`src/rtl/gpio_cmd_pkg.sv`:
```
// Shared constants for the GPIO command link and its host controller
package gpio_cmd_pkg;
  localparam int          PIN_W        = 8;
  localparam int          MAX_PORTS    = 6;
  localparam logic [7:0]  HDR_TYPE     = 8'hc0;
  localparam logic [7:0]  GPIO_GROUP   = 8'h09;
  // Command identifiers inside the GPIO group
  localparam logic [7:0]  ID_EDGE_EVT  = 8'h01;
  localparam logic [7:0]  ID_SET_DRIVE = 8'h05;
  localparam logic [7:0]  ID_GET_DRIVE = 8'h06;
  localparam logic [7:0]  ID_SET_LEVEL = 8'h07;
  localparam logic [7:0]  ID_GET_LEVEL = 8'h08;
  localparam logic [7:0]  ID_SET_IRQ   = 8'h09;
  localparam logic [7:0]  ID_GET_IRQ   = 8'h0a;
  // Command lengths
  localparam logic [7:0]  CLEN_SET_DRV = 8'h06;
  localparam logic [7:0]  CLEN_SET_LVL = 8'h03;
  localparam logic [7:0]  CLEN_SET_IRQ = 8'h04;
  localparam logic [7:0]  CLEN_GET     = 8'h01;
  // Response lengths
  localparam logic [7:0]  RLEN_SET     = 8'h03;
  localparam logic [7:0]  RLEN_GET_DRV = 8'h06;
  localparam logic [7:0]  RLEN_GET_LVL = 8'h03;
  localparam logic [7:0]  RLEN_GET_IRQ = 8'h04;
  localparam logic [7:0]  RLEN_NONE    = 8'h00;
  // Host controller register byte addresses
  localparam logic [7:0]  REG_CTRL     = 8'h00;
  localparam logic [7:0]  REG_ARGS     = 8'h04;
  localparam logic [7:0]  REG_ARGD     = 8'h08;
  localparam logic [7:0]  REG_RSP_DATA = 8'h0c;
  localparam logic [7:0]  REG_RSP_INFO = 8'h10;
  localparam logic [7:0]  REG_STATUS   = 8'h14;
  localparam logic [7:0]  REG_MASK     = 8'h18;
  localparam logic [7:0]  REG_EVT      = 8'h1c;
  // Status bit positions
  localparam int          ST_RSP       = 0;
  localparam int          ST_EVT       = 1;
  localparam int          ST_W         = 2;
  // Reset values
  localparam logic [7:0]  RST_BYTE     = 8'h00;
endpackage : gpio_cmd_pkg

```
`src/rtl/gpio_cmd_if.sv`:
```
// Command, response and event link between host controller and GPIO device
`timescale 1ns/1ps
`default_nettype none
interface gpio_cmd_if;
  logic       cmd_valid;
  logic [7:0] cmd_type;
  logic [7:0] cmd_len;
  logic [7:0] cmd_group;
  logic [7:0] cmd_id;
  logic [7:0] cmd_port;
  logic [7:0] cmd_mask;
  logic [7:0] cmd_a;
  logic [7:0] cmd_b;
  logic [7:0] cmd_c;
  logic [7:0] cmd_d;
  logic       rsp_valid;
  logic [7:0] rsp_id;
  logic [7:0] rsp_len;
  logic [7:0] rsp_d0;
  logic [7:0] rsp_d1;
  logic [7:0] rsp_d2;
  logic [7:0] rsp_d3;
  logic       evt_valid;
  logic [7:0] evt_port;
  logic [7:0] evt_logic;

  modport dev (
    input  cmd_valid, cmd_type, cmd_len, cmd_group, cmd_id, cmd_port,
    input  cmd_mask, cmd_a, cmd_b, cmd_c, cmd_d,
    output rsp_valid, rsp_id, rsp_len, rsp_d0, rsp_d1, rsp_d2, rsp_d3,
    output evt_valid, evt_port, evt_logic
  );
  modport host (
    output cmd_valid, cmd_type, cmd_len, cmd_group, cmd_id, cmd_port,
    output cmd_mask, cmd_a, cmd_b, cmd_c, cmd_d,
    input  rsp_valid, rsp_id, rsp_len, rsp_d0, rsp_d1, rsp_d2, rsp_d3,
    input  evt_valid, evt_port, evt_logic
  );
endinterface : gpio_cmd_if
`default_nettype wire

```
`src/rtl/gpio_dev_end.sv`:
```
// GPIO device end: drive mode, output level and edge interrupt state
//
// The placing of the registers and the strobed register port were left to the implementer.
`timescale 1ns/1ps
`default_nettype none
// Contract
// - Only masked pins of port 0-5 change
// - Direction bit one means output, zero input
// - Low-side bit enables pull-down or drive-low
// - High-side bit enables pull-up or drive-high
// - Analog bit forces hi-Z analog input
// - Four mode bits decode to fixed drive table
// - Set commands answer mask of changed pins
// - Drive readback returns four masks, length 06
// - Set-level writes output data, pins may differ
// - Set-level writes selected pins high or low
// - Level readback returns written, not live, levels
// - Edge command sets rising and falling enables
// - Selected pins enable edges per bit
// - Special-function pins interrupt regardless of enables
// - Edge event carries port levels at detection
module gpio_dev_end #(
  parameter int NUM_PORTS = 6
) (
  input  wire logic                              mclk_i,
  input  wire logic                              sys_rst_i,
  gpio_cmd_if.dev                                lnk,
  input  wire logic [NUM_PORTS-1:0][7:0]         pin_lvl_i,
  input  wire logic [NUM_PORTS-1:0][7:0]         special_fn_i,
  output logic      [NUM_PORTS-1:0][7:0]         pin_out_o,
  output logic      [NUM_PORTS-1:0][7:0]         pin_oe_n_o,
  output logic      [NUM_PORTS-1:0][7:0]         pull_up_o,
  output logic      [NUM_PORTS-1:0][7:0]         pull_dn_o,
  output logic      [NUM_PORTS-1:0][7:0]         analog_o,
  output logic                                   fn_irq_o
);
  typedef logic [NUM_PORTS-1:0][7:0] port_arr_t;
  if (NUM_PORTS < 1 || NUM_PORTS > gpio_cmd_pkg::MAX_PORTS) begin : g_chk
    $error("NUM_PORTS must lie in 1..6");
  end
  // Replace selected bits of a mask, keep the others
  function automatic logic [7:0] merge(input logic [7:0] old_v,
                                       input logic [7:0] sel,
                                       input logic [7:0] new_v);
    merge = (old_v & ~sel) | (new_v & sel);
  endfunction : merge

  port_arr_t  dir_q, dir_d, dn_q, dn_d, up_q, up_d, ana_q, ana_d;
  port_arr_t  lvl_q, lvl_d, rise_q, rise_d, fall_q, fall_d;
  logic       rsp_valid_q, rsp_valid_d;
  logic [7:0] rsp_id_q, rsp_id_d, rsp_len_q, rsp_len_d;
  logic [7:0] rsp_d0_q, rsp_d0_d, rsp_d1_q, rsp_d1_d;
  logic [7:0] rsp_d2_q, rsp_d2_d, rsp_d3_q, rsp_d3_d;
  logic [2:0] p;
  logic       port_ok;
  logic [7:0] m;

  assign p       = lnk.cmd_port[2:0];
  assign m       = lnk.cmd_mask;
  assign port_ok = (lnk.cmd_port < 8'(NUM_PORTS))
                   && (lnk.cmd_type == gpio_cmd_pkg::HDR_TYPE)
                   && (lnk.cmd_group == gpio_cmd_pkg::GPIO_GROUP);

  // Command decode: next configuration and the one-cycle answer
  always_comb begin
    dir_d       = dir_q;
    dn_d        = dn_q;
    up_d        = up_q;
    ana_d       = ana_q;
    lvl_d       = lvl_q;
    rise_d      = rise_q;
    fall_d      = fall_q;
    rsp_valid_d = lnk.cmd_valid;
    rsp_id_d    = lnk.cmd_id;
    rsp_len_d   = gpio_cmd_pkg::RLEN_NONE;
    rsp_d0_d    = gpio_cmd_pkg::RST_BYTE;
    rsp_d1_d    = gpio_cmd_pkg::RST_BYTE;
    rsp_d2_d    = gpio_cmd_pkg::RST_BYTE;
    rsp_d3_d    = gpio_cmd_pkg::RST_BYTE;
    if (lnk.cmd_valid && port_ok) begin
      case (lnk.cmd_id)
        gpio_cmd_pkg::ID_SET_DRIVE: begin
          dir_d[p]  = merge(dir_q[p], m, lnk.cmd_a);
          dn_d[p]   = merge(dn_q[p], m, lnk.cmd_b);
          up_d[p]   = merge(up_q[p], m, lnk.cmd_c);
          ana_d[p]  = merge(ana_q[p], m, lnk.cmd_d);
          rsp_len_d = gpio_cmd_pkg::RLEN_SET;
          rsp_d0_d  = m & ((dir_q[p] ^ lnk.cmd_a) | (dn_q[p] ^ lnk.cmd_b)
                    | (up_q[p] ^ lnk.cmd_c) | (ana_q[p] ^ lnk.cmd_d));
        end
        gpio_cmd_pkg::ID_GET_DRIVE: begin
          rsp_len_d = gpio_cmd_pkg::RLEN_GET_DRV;
          rsp_d0_d  = dir_q[p];
          rsp_d1_d  = dn_q[p];
          rsp_d2_d  = up_q[p];
          rsp_d3_d  = ana_q[p];
        end
        gpio_cmd_pkg::ID_SET_LEVEL: begin
          lvl_d[p]  = merge(lvl_q[p], m, lnk.cmd_a);
          rsp_len_d = gpio_cmd_pkg::RLEN_SET;
          rsp_d0_d  = m & (lvl_q[p] ^ lnk.cmd_a);
        end
        gpio_cmd_pkg::ID_GET_LEVEL: begin
          rsp_len_d = gpio_cmd_pkg::RLEN_GET_LVL;
          rsp_d0_d  = lvl_q[p];
        end
        gpio_cmd_pkg::ID_SET_IRQ: begin
          rise_d[p] = merge(rise_q[p], m, lnk.cmd_a);
          fall_d[p] = merge(fall_q[p], m, lnk.cmd_b);
          rsp_len_d = gpio_cmd_pkg::RLEN_SET;
          rsp_d0_d  = m & ((rise_q[p] ^ lnk.cmd_a)
                    | (fall_q[p] ^ lnk.cmd_b));
        end
        gpio_cmd_pkg::ID_GET_IRQ: begin
          rsp_len_d = gpio_cmd_pkg::RLEN_GET_IRQ;
          rsp_d0_d  = rise_q[p];
          rsp_d1_d  = fall_q[p];
        end
        default: rsp_len_d = gpio_cmd_pkg::RLEN_NONE;
      endcase
    end
  end

  // Configuration state and answer registers
  always_ff @(posedge mclk_i) begin
    if (sys_rst_i) begin
      dir_q       <= '0;
      dn_q        <= '0;
      up_q        <= '0;
      ana_q       <= '0;
      lvl_q       <= '0;
      rise_q      <= '0;
      fall_q      <= '0;
      rsp_valid_q <= 1'b0;
      rsp_id_q    <= gpio_cmd_pkg::RST_BYTE;
      rsp_len_q   <= gpio_cmd_pkg::RST_BYTE;
      rsp_d0_q    <= gpio_cmd_pkg::RST_BYTE;
      rsp_d1_q    <= gpio_cmd_pkg::RST_BYTE;
      rsp_d2_q    <= gpio_cmd_pkg::RST_BYTE;
      rsp_d3_q    <= gpio_cmd_pkg::RST_BYTE;
    end else begin
      dir_q       <= dir_d;
      dn_q        <= dn_d;
      up_q        <= up_d;
      ana_q       <= ana_d;
      lvl_q       <= lvl_d;
      rise_q      <= rise_d;
      fall_q      <= fall_d;
      rsp_valid_q <= rsp_valid_d;
      rsp_id_q    <= rsp_id_d;
      rsp_len_q   <= rsp_len_d;
      rsp_d0_q    <= rsp_d0_d;
      rsp_d1_q    <= rsp_d1_d;
      rsp_d2_q    <= rsp_d2_d;
      rsp_d3_q    <= rsp_d3_d;
    end
  end
  // Answer fields toward the host end
  assign lnk.rsp_valid = rsp_valid_q;
  assign lnk.rsp_id    = rsp_id_q;
  assign lnk.rsp_len   = rsp_len_q;
  assign lnk.rsp_d0    = rsp_d0_q;
  assign lnk.rsp_d1    = rsp_d1_q;
  assign lnk.rsp_d2    = rsp_d2_q;
  assign lnk.rsp_d3    = rsp_d3_q;
  // Pad driver decode from the four mode bits
  port_arr_t out_d, oe_n_d, pu_d, pd_d;
  always_comb begin
    for (int i = 0; i < NUM_PORTS; i++) begin
      for (int b = 0; b < gpio_cmd_pkg::PIN_W; b++) begin
        out_d[i][b]  = lvl_q[i][b];
        oe_n_d[i][b] = 1'b1;
        pu_d[i][b]   = 1'b0;
        pd_d[i][b]   = 1'b0;
        if (ana_q[i][b]) begin
          oe_n_d[i][b] = 1'b1;
        end else if (!dir_q[i][b]) begin
          pu_d[i][b]   = up_q[i][b];
          pd_d[i][b]   = dn_q[i][b];
        end else if (up_q[i][b] && !dn_q[i][b]) begin
          oe_n_d[i][b] = ~lvl_q[i][b];
        end else if (dn_q[i][b] && !up_q[i][b]) begin
          oe_n_d[i][b] = lvl_q[i][b];
        end else begin
          oe_n_d[i][b] = 1'b0;
        end
      end
    end
  end

  // Pad driver registers
  always_ff @(posedge mclk_i) begin
    if (sys_rst_i) begin
      pin_out_o  <= '0;
      pin_oe_n_o <= '1;
      pull_up_o  <= '0;
      pull_dn_o  <= '0;
      analog_o   <= '0;
    end else begin
      pin_out_o  <= out_d;
      pin_oe_n_o <= oe_n_d;
      pull_up_o  <= pu_d;
      pull_dn_o  <= pd_d;
      analog_o   <= ana_q;
    end
  end
  // Edge detection, per-port pending events and captured levels
  port_arr_t                prev_q, cap_q, cap_d;
  logic [NUM_PORTS-1:0]     pend_q, pend_d, hit;
  logic                     primed_q;
  logic                     evt_valid_q, evt_valid_d, fn_irq_d;
  logic [7:0]               evt_port_q, evt_port_d, evt_logic_q, evt_logic_d;
  logic                     found;
  // Edge compare, lowest-port event pick and level capture
  always_comb begin
    pend_d      = pend_q;
    cap_d       = cap_q;
    fn_irq_d    = 1'b0;
    evt_valid_d = 1'b0;
    evt_port_d  = evt_port_q;
    evt_logic_d = evt_logic_q;
    found       = 1'b0;
    for (int i = 0; i < NUM_PORTS; i++) begin
      hit[i] = primed_q
        && |((pin_lvl_i[i] & ~prev_q[i] & rise_q[i])
           | (~pin_lvl_i[i] & prev_q[i] & fall_q[i]));
      if (primed_q && |((pin_lvl_i[i] ^ prev_q[i]) & special_fn_i[i])) begin
        fn_irq_d = 1'b1;
      end
    end
    for (int i = 0; i < NUM_PORTS; i++) begin
      if (pend_q[i] && !found) begin
        found       = 1'b1;
        evt_valid_d = 1'b1;
        evt_port_d  = 8'(i);
        evt_logic_d = cap_q[i];
        pend_d[i]   = 1'b0;
      end
    end
    for (int i = 0; i < NUM_PORTS; i++) begin
      if (hit[i]) begin
        pend_d[i] = 1'b1;                                // set beats clear
        cap_d[i]  = pin_lvl_i[i];
      end
    end
  end

  // Edge and event registers
  always_ff @(posedge mclk_i) begin
    if (sys_rst_i) begin
      prev_q      <= '0;
      cap_q       <= '0;
      pend_q      <= '0;
      primed_q    <= 1'b0;
      evt_valid_q <= 1'b0;
      evt_port_q  <= gpio_cmd_pkg::RST_BYTE;
      evt_logic_q <= gpio_cmd_pkg::RST_BYTE;
      fn_irq_o    <= 1'b0;
    end else begin
      prev_q      <= pin_lvl_i;
      cap_q       <= cap_d;
      pend_q      <= pend_d;
      primed_q    <= 1'b1;
      evt_valid_q <= evt_valid_d;
      evt_port_q  <= evt_port_d;
      evt_logic_q <= evt_logic_d;
      fn_irq_o    <= fn_irq_d;
    end
  end
  // Event fields toward the host end
  assign lnk.evt_valid = evt_valid_q;
  assign lnk.evt_port  = evt_port_q;
  assign lnk.evt_logic = evt_logic_q;
endmodule : gpio_dev_end
`default_nettype wire

```
`src/flat_wrapper.sv`:
```
// flat-port wrapper written by rule: the top's interface ports become plain ports
module gpio_dev_end_flat 
#(
  parameter int NUM_PORTS = 6
)
  (mclk_i, sys_rst_i, pin_lvl_i, special_fn_i, pin_out_o, pin_oe_n_o, pull_up_o, pull_dn_o, analog_o, fn_irq_o, lnk_cmd_valid, lnk_cmd_type, lnk_cmd_len, lnk_cmd_group, lnk_cmd_id, lnk_cmd_port, lnk_cmd_mask, lnk_cmd_a, lnk_cmd_b, lnk_cmd_c, lnk_cmd_d, lnk_rsp_valid, lnk_rsp_id, lnk_rsp_len, lnk_rsp_d0, lnk_rsp_d1, lnk_rsp_d2, lnk_rsp_d3, lnk_evt_valid, lnk_evt_port, lnk_evt_logic);
  gpio_cmd_if lnk_i ();
  input  wire logic mclk_i;
  input  wire logic sys_rst_i;
  input  wire logic [NUM_PORTS-1:0][7:0] pin_lvl_i;
  input  wire logic [NUM_PORTS-1:0][7:0] special_fn_i;
  output logic      [NUM_PORTS-1:0][7:0] pin_out_o;
  output logic      [NUM_PORTS-1:0][7:0] pin_oe_n_o;
  output logic      [NUM_PORTS-1:0][7:0] pull_up_o;
  output logic      [NUM_PORTS-1:0][7:0] pull_dn_o;
  output logic      [NUM_PORTS-1:0][7:0] analog_o;
  output logic fn_irq_o;
  input wire logic [$bits(lnk_i.cmd_valid)-1:0] lnk_cmd_valid;
  input wire logic [$bits(lnk_i.cmd_type)-1:0] lnk_cmd_type;
  input wire logic [$bits(lnk_i.cmd_len)-1:0] lnk_cmd_len;
  input wire logic [$bits(lnk_i.cmd_group)-1:0] lnk_cmd_group;
  input wire logic [$bits(lnk_i.cmd_id)-1:0] lnk_cmd_id;
  input wire logic [$bits(lnk_i.cmd_port)-1:0] lnk_cmd_port;
  input wire logic [$bits(lnk_i.cmd_mask)-1:0] lnk_cmd_mask;
  input wire logic [$bits(lnk_i.cmd_a)-1:0] lnk_cmd_a;
  input wire logic [$bits(lnk_i.cmd_b)-1:0] lnk_cmd_b;
  input wire logic [$bits(lnk_i.cmd_c)-1:0] lnk_cmd_c;
  input wire logic [$bits(lnk_i.cmd_d)-1:0] lnk_cmd_d;
  output wire logic [$bits(lnk_i.rsp_valid)-1:0] lnk_rsp_valid;
  output wire logic [$bits(lnk_i.rsp_id)-1:0] lnk_rsp_id;
  output wire logic [$bits(lnk_i.rsp_len)-1:0] lnk_rsp_len;
  output wire logic [$bits(lnk_i.rsp_d0)-1:0] lnk_rsp_d0;
  output wire logic [$bits(lnk_i.rsp_d1)-1:0] lnk_rsp_d1;
  output wire logic [$bits(lnk_i.rsp_d2)-1:0] lnk_rsp_d2;
  output wire logic [$bits(lnk_i.rsp_d3)-1:0] lnk_rsp_d3;
  output wire logic [$bits(lnk_i.evt_valid)-1:0] lnk_evt_valid;
  output wire logic [$bits(lnk_i.evt_port)-1:0] lnk_evt_port;
  output wire logic [$bits(lnk_i.evt_logic)-1:0] lnk_evt_logic;
  assign lnk_i.cmd_valid = lnk_cmd_valid;
  assign lnk_i.cmd_type = lnk_cmd_type;
  assign lnk_i.cmd_len = lnk_cmd_len;
  assign lnk_i.cmd_group = lnk_cmd_group;
  assign lnk_i.cmd_id = lnk_cmd_id;
  assign lnk_i.cmd_port = lnk_cmd_port;
  assign lnk_i.cmd_mask = lnk_cmd_mask;
  assign lnk_i.cmd_a = lnk_cmd_a;
  assign lnk_i.cmd_b = lnk_cmd_b;
  assign lnk_i.cmd_c = lnk_cmd_c;
  assign lnk_i.cmd_d = lnk_cmd_d;
  assign lnk_rsp_valid = lnk_i.rsp_valid;
  assign lnk_rsp_id = lnk_i.rsp_id;
  assign lnk_rsp_len = lnk_i.rsp_len;
  assign lnk_rsp_d0 = lnk_i.rsp_d0;
  assign lnk_rsp_d1 = lnk_i.rsp_d1;
  assign lnk_rsp_d2 = lnk_i.rsp_d2;
  assign lnk_rsp_d3 = lnk_i.rsp_d3;
  assign lnk_evt_valid = lnk_i.evt_valid;
  assign lnk_evt_port = lnk_i.evt_port;
  assign lnk_evt_logic = lnk_i.evt_logic;
  gpio_dev_end #(.NUM_PORTS(NUM_PORTS)) u_core (.mclk_i(mclk_i), .sys_rst_i(sys_rst_i), .lnk(lnk_i), .pin_lvl_i(pin_lvl_i), .special_fn_i(special_fn_i), .pin_out_o(pin_out_o), .pin_oe_n_o(pin_oe_n_o), .pull_up_o(pull_up_o), .pull_dn_o(pull_dn_o), .analog_o(analog_o), .fn_irq_o(fn_irq_o));
endmodule
```
`config.mk`:
```
export PLATFORM = sky130hd
export DESIGN_NAME = gpio_dev_end_flat
export DESIGN_NICKNAME = d
export VERILOG_FILES = /design/src/rtl/gpio_cmd_pkg.sv /design/src/rtl/gpio_cmd_if.sv /design/src/rtl/gpio_dev_end.sv /design/src/flat_wrapper.sv
export SDC_FILE = /design/constraint.sdc
export NUM_CORES = 1
export LEC_CHECK = 0
export ABC_AREA = 1
export BUFFER_PORTS_ARGS = -buffer_cell sky130_fd_sc_hd__buf_2
export CAP_MARGIN = 30
export CORE_MARGIN = 2
export CORE_UTILIZATION = 40
export DETAILED_ROUTE_END_ITERATION = 10
export SYNTH_ARGS = -nofsm -noshare
export SYNTH_HDL_FRONTEND = slang
export SYNTH_SLANG_ARGS = --single-unit
```
`constraint.sdc`:
```
create_clock -name mclk_i -period 1.91 [get_ports mclk_i]
set_input_delay 0.191 -clock mclk_i [delete_from_list [all_inputs] [get_ports mclk_i]]
set_output_delay 0.191 -clock mclk_i [all_outputs]
set_load 0.02 [all_outputs]
```
==> impl_metrics.py <==
metrics = {
    "worst_setup_path": {
        "reg2reg_slack_ns": 0.03,
        "setup.worst_path.end": "u_core.up_q[21]",
        "reg2reg_depth": 9,
        "endpoint_kind": "flip-flop",
        "critical_path.cell_chain": "inv_1, nand2_1, nand3_1, nand2_1, nor2_1, o21ai_0, buf_4, o21ai_0, a21oi_1",
        "cp.required_ns": 2.50,
        "startpoint": "u_core.up_q[13]",
        "cp_slowest_cell": "dfxtp_1",
        "worst_r2r_endpoint": "u_core.up_q[21]",
        "path_class": "reg -> reg",
        "r2r-start": "u_core.up_q[13]",
        "slowest_delay_ns": 0.34,
        "worstPathArrival_ns": 2.47,
        "crit_fanout": 3,
        "critPathLaunchType": "flip-flop",
    },
    "timing": {
        "worst_pin_slew_ns": 0.541,
        "report.final.setup_viol": 0,
        "skew_ns": 0.0397,
        "tns_ns": 0,
        "timing.final.crit_period_ns": 1.88,
        "finalHoldViolations": 0,
        "worst_slack_ns": 0.0269,
        "slew_viol_final": 0,
        "fmax_ghz": 0.531,
        "rsz0062_at_grt": "yes",
        "relSlewSlack": 0.639,
        "fin_crit_sh": 0.986,
    },
    "synthesis": {
        "synth.distinct_cells": 38,
        "ys_seq_area_frac": 0.455,
        "async_reset_ff_frac": 0,
        "syn_area_per_cell_um2": 6.87,
        "synth_area_mm2": 0.0324,
        "ys_seq_elements": 736,
        "synth_edf_count": 0,
        "ys_warn_count": 0,
        "synth-main-ff-cell": "dfxtp_1",
        "syn_inst": 4714,
    },
    "layout": {
        "fin_util": 0.529,
        "stdcell_count": 6636,
        "synthToLayoutAreaGrowth_pct": 31.1,
        "nets": 5770,
        "drive_above_1_share": 0.192,
    },
    "place": {
        "port_buffers": 467,
        "dp_hpwl_um": 112000,
        "dp_cells": 6397,
        "post-place-ws_ns": -0.463,
        "gp_congestion": 1.03,
    },
    "clock_tree": {
        "clockRootBuffer": "clkbuf_16",
        "htree_levels": 3,
        "clk_latency_ns": 0.67,
        "cts_buffers": 82,
        "cts_tree": "yes",
        "clock-sinks": 736,
        "path_clk_slew_ns": 0.06,
        "max-clock-path-buffers": 3,
    },
    "grt": {
        "antenna_found_initial": 21,
        "grtUsageTotal": 0.336,
        "grt_pass1_vias": 31100,
        "overflow": 0,
        "grt_max_degree": 114,
        "grt_pass1_wl_um": 204000,
    },
    "floorplan": {
        "die_y_um": 289,
        "ios": 486,
        "fp.coreArea_mm2": 0.0803,
        "fp.dieW_um": 289,
        "fp.dieArea_mm2": 0.0832,
        "start_util": 0.403,
        "row_count": 104,
    },
    "drt": {
        "first_iter_violations": 3545,
        "post_drt_wl_per_cell_um": 21.8,
        "routed_wl_um": 144000,
        "ant_nets": 0,
        "first_pass_iters": 6,
        "viasPerCell": 5.12,
        "vias": 34000,
        "drc_errors": 0,
    },
    "power_and_ir_drop": {
        "leakage_nw": 21.9,
        "peakVddDrop_v": 0.000691,
        "power_density_mw_per_mm2": 844,
        "finalPower_mw": 35.8,
    },
    "run_status": {
        "status": "finished, final reports clean",
    },
    "job": {
        "max_cap_violations": 0,
    },
    "worst_hold_path": {
        "hold_class": "in -> reg",
    },
}
[flip-flops by register name, summed over array words and instances, names as in the netlist, 48 cells and up]
signal / flops
u_core.prev_q: 48
u_core.pin_out_o: 48
u_core.pull_dn_o: 48
u_core.ana_q: 48
u_core.cap_q: 48
u_core.up_q: 48
u_core.pin_oe_n_o: 48
u_core.lvl_q: 48
u_core.fall_q: 48
u_core.dn_q: 48
u_core.analog_o: 48
u_core.rise_q: 48
u_core.pull_up_o: 48
u_core.dir_q: 48
[kinds of logic (layout without fill, tap and decap cells)]
family / Yosys count / in the layout / share of synthesized area
other: 1 / 25 / 0.000116
muxes: 1 / 1 / 0.000309
DFF: 736 / 736 / 0.455
adders and majority gates: 96 / 96 / 0.0371
and+or+nand+nor: 2563 / 2563 / 0.324
buffers and inverters: 780 / 1618 / 0.0928
AOI/OAI and AO/OA: 537 / 537 / 0.0911
[report_power, final]
group	switching [mW]	internal [mW]	leakage [nW]
Clock	7.14	10.3	1.44
Combinational	1.94	1.03	14.5
Sequential	0.0360	15.4	5.94
Total	9.11	26.7	21.9
[worst min path at each step]
stage,slack [ns],startpoint,depth (start not counted),endpoint
global placement,0.41,lnk_cmd_id[6],3,u_core.lnk.rsp_id[6]
finish,0.03,lnk_cmd_mask[7],5,u_core.lnk.rsp_d0[7]
global route,0.05,lnk_cmd_mask[7],5,u_core.lnk.rsp_d0[7]
detailed placement,0.42,lnk_cmd_id[6],3,u_core.lnk.rsp_id[6]
CTS,0.003,lnk_cmd_mask[7],5,u_core.lnk.rsp_d0[7]
floorplan,0.30,lnk_cmd_id[3],2,u_core.lnk.rsp_id[3]
[metal layers]
metal	track usage	up-vias	wire (um)
met5	0	-	69
met4	0.217	10	10300
met3	0.0531	351	11900
met2	0.535	1569	64900
met1	0.424	15600	57300
li1	-	16400	-
[cell type report]
type | count | area, um^2
inverter | 549 | 2080
sequential | 736 | 14700
tap | 1060 | 1330
clock inverter | 52 | 796
timing repair inverter | 1 | 5.00
antenna | 15 | 37.5
timing repair buffer | 918 | 6430
multi-input combinational | 3207 | 14900
fill | 7887 | 37800
clock buffer | 98 | 2190
[cell usage after synthesis (15+ instances only)]
library cell  count  area, um^2
nor3_1           51         255
ha_1             96        1200
nand4_1         109         682
nand2_1        1144        4290
a21oi_1         170         851
dfxtp_1         736       14700
buf_1            20        75.1
a22o_1           18         158
o21ai_1          41         205
nand3_1         314        1570
clkbuf_1        173         649
o21bai_1         18         135
o22ai_1          36         225
buf_2            26         130
nor4_1           15        93.8
inv_1           542        2030
nor2_1          910        3420
o21ai_0         223        1120
[layout by cell type (no fill, tap or decap), drive strengths merged, types with 10 or more instances in the layout]
cell,instances
clkinvlp,11
clkinv,25
nand3,316
inv,552
buf,855
a21oi,170
o21ai,264
diode,15
o21bai,18
o22ai,36
nor4,17
o221ai,11
dlygate4sd3,63
conb,10
nand4,109
bufinv,14
dfxtp,736
clkbuf,98
a22o,18
nand2,1145
nor2,914
nor3,53
ha,96
[through the flow]
stage	instance area, um^2	hold WS, ns
6_report	42500	0.0308
3_3_place_gp	38600	0.410
2_1_floorplan	32400	0.298
5_1_grt	42400	0.0453
4_1_cts	42200	0.00260
3_5_place_dp	38600	0.419
[critical path: cells and delay by family (launching register included)]
kind	cells	cell delay (ns)
and+or+nand+nor	4	0.57
buffers and inverters	2	0.36
AOI/OAI and AO/OA	3	0.54
DFF	1	0.34
[timing repair]
item / CTS / global route
endpoints found under the setup margin: 10 / 95
hold buffers: 63 / 0
endpoints found under the hold margin: 115 / 0
pin swaps: 0 / 5
resized for setup: 4 / 60
gates cloned: 0 / 1
setup buffers: 0 / 10
(Power assumes the default switching activity.)
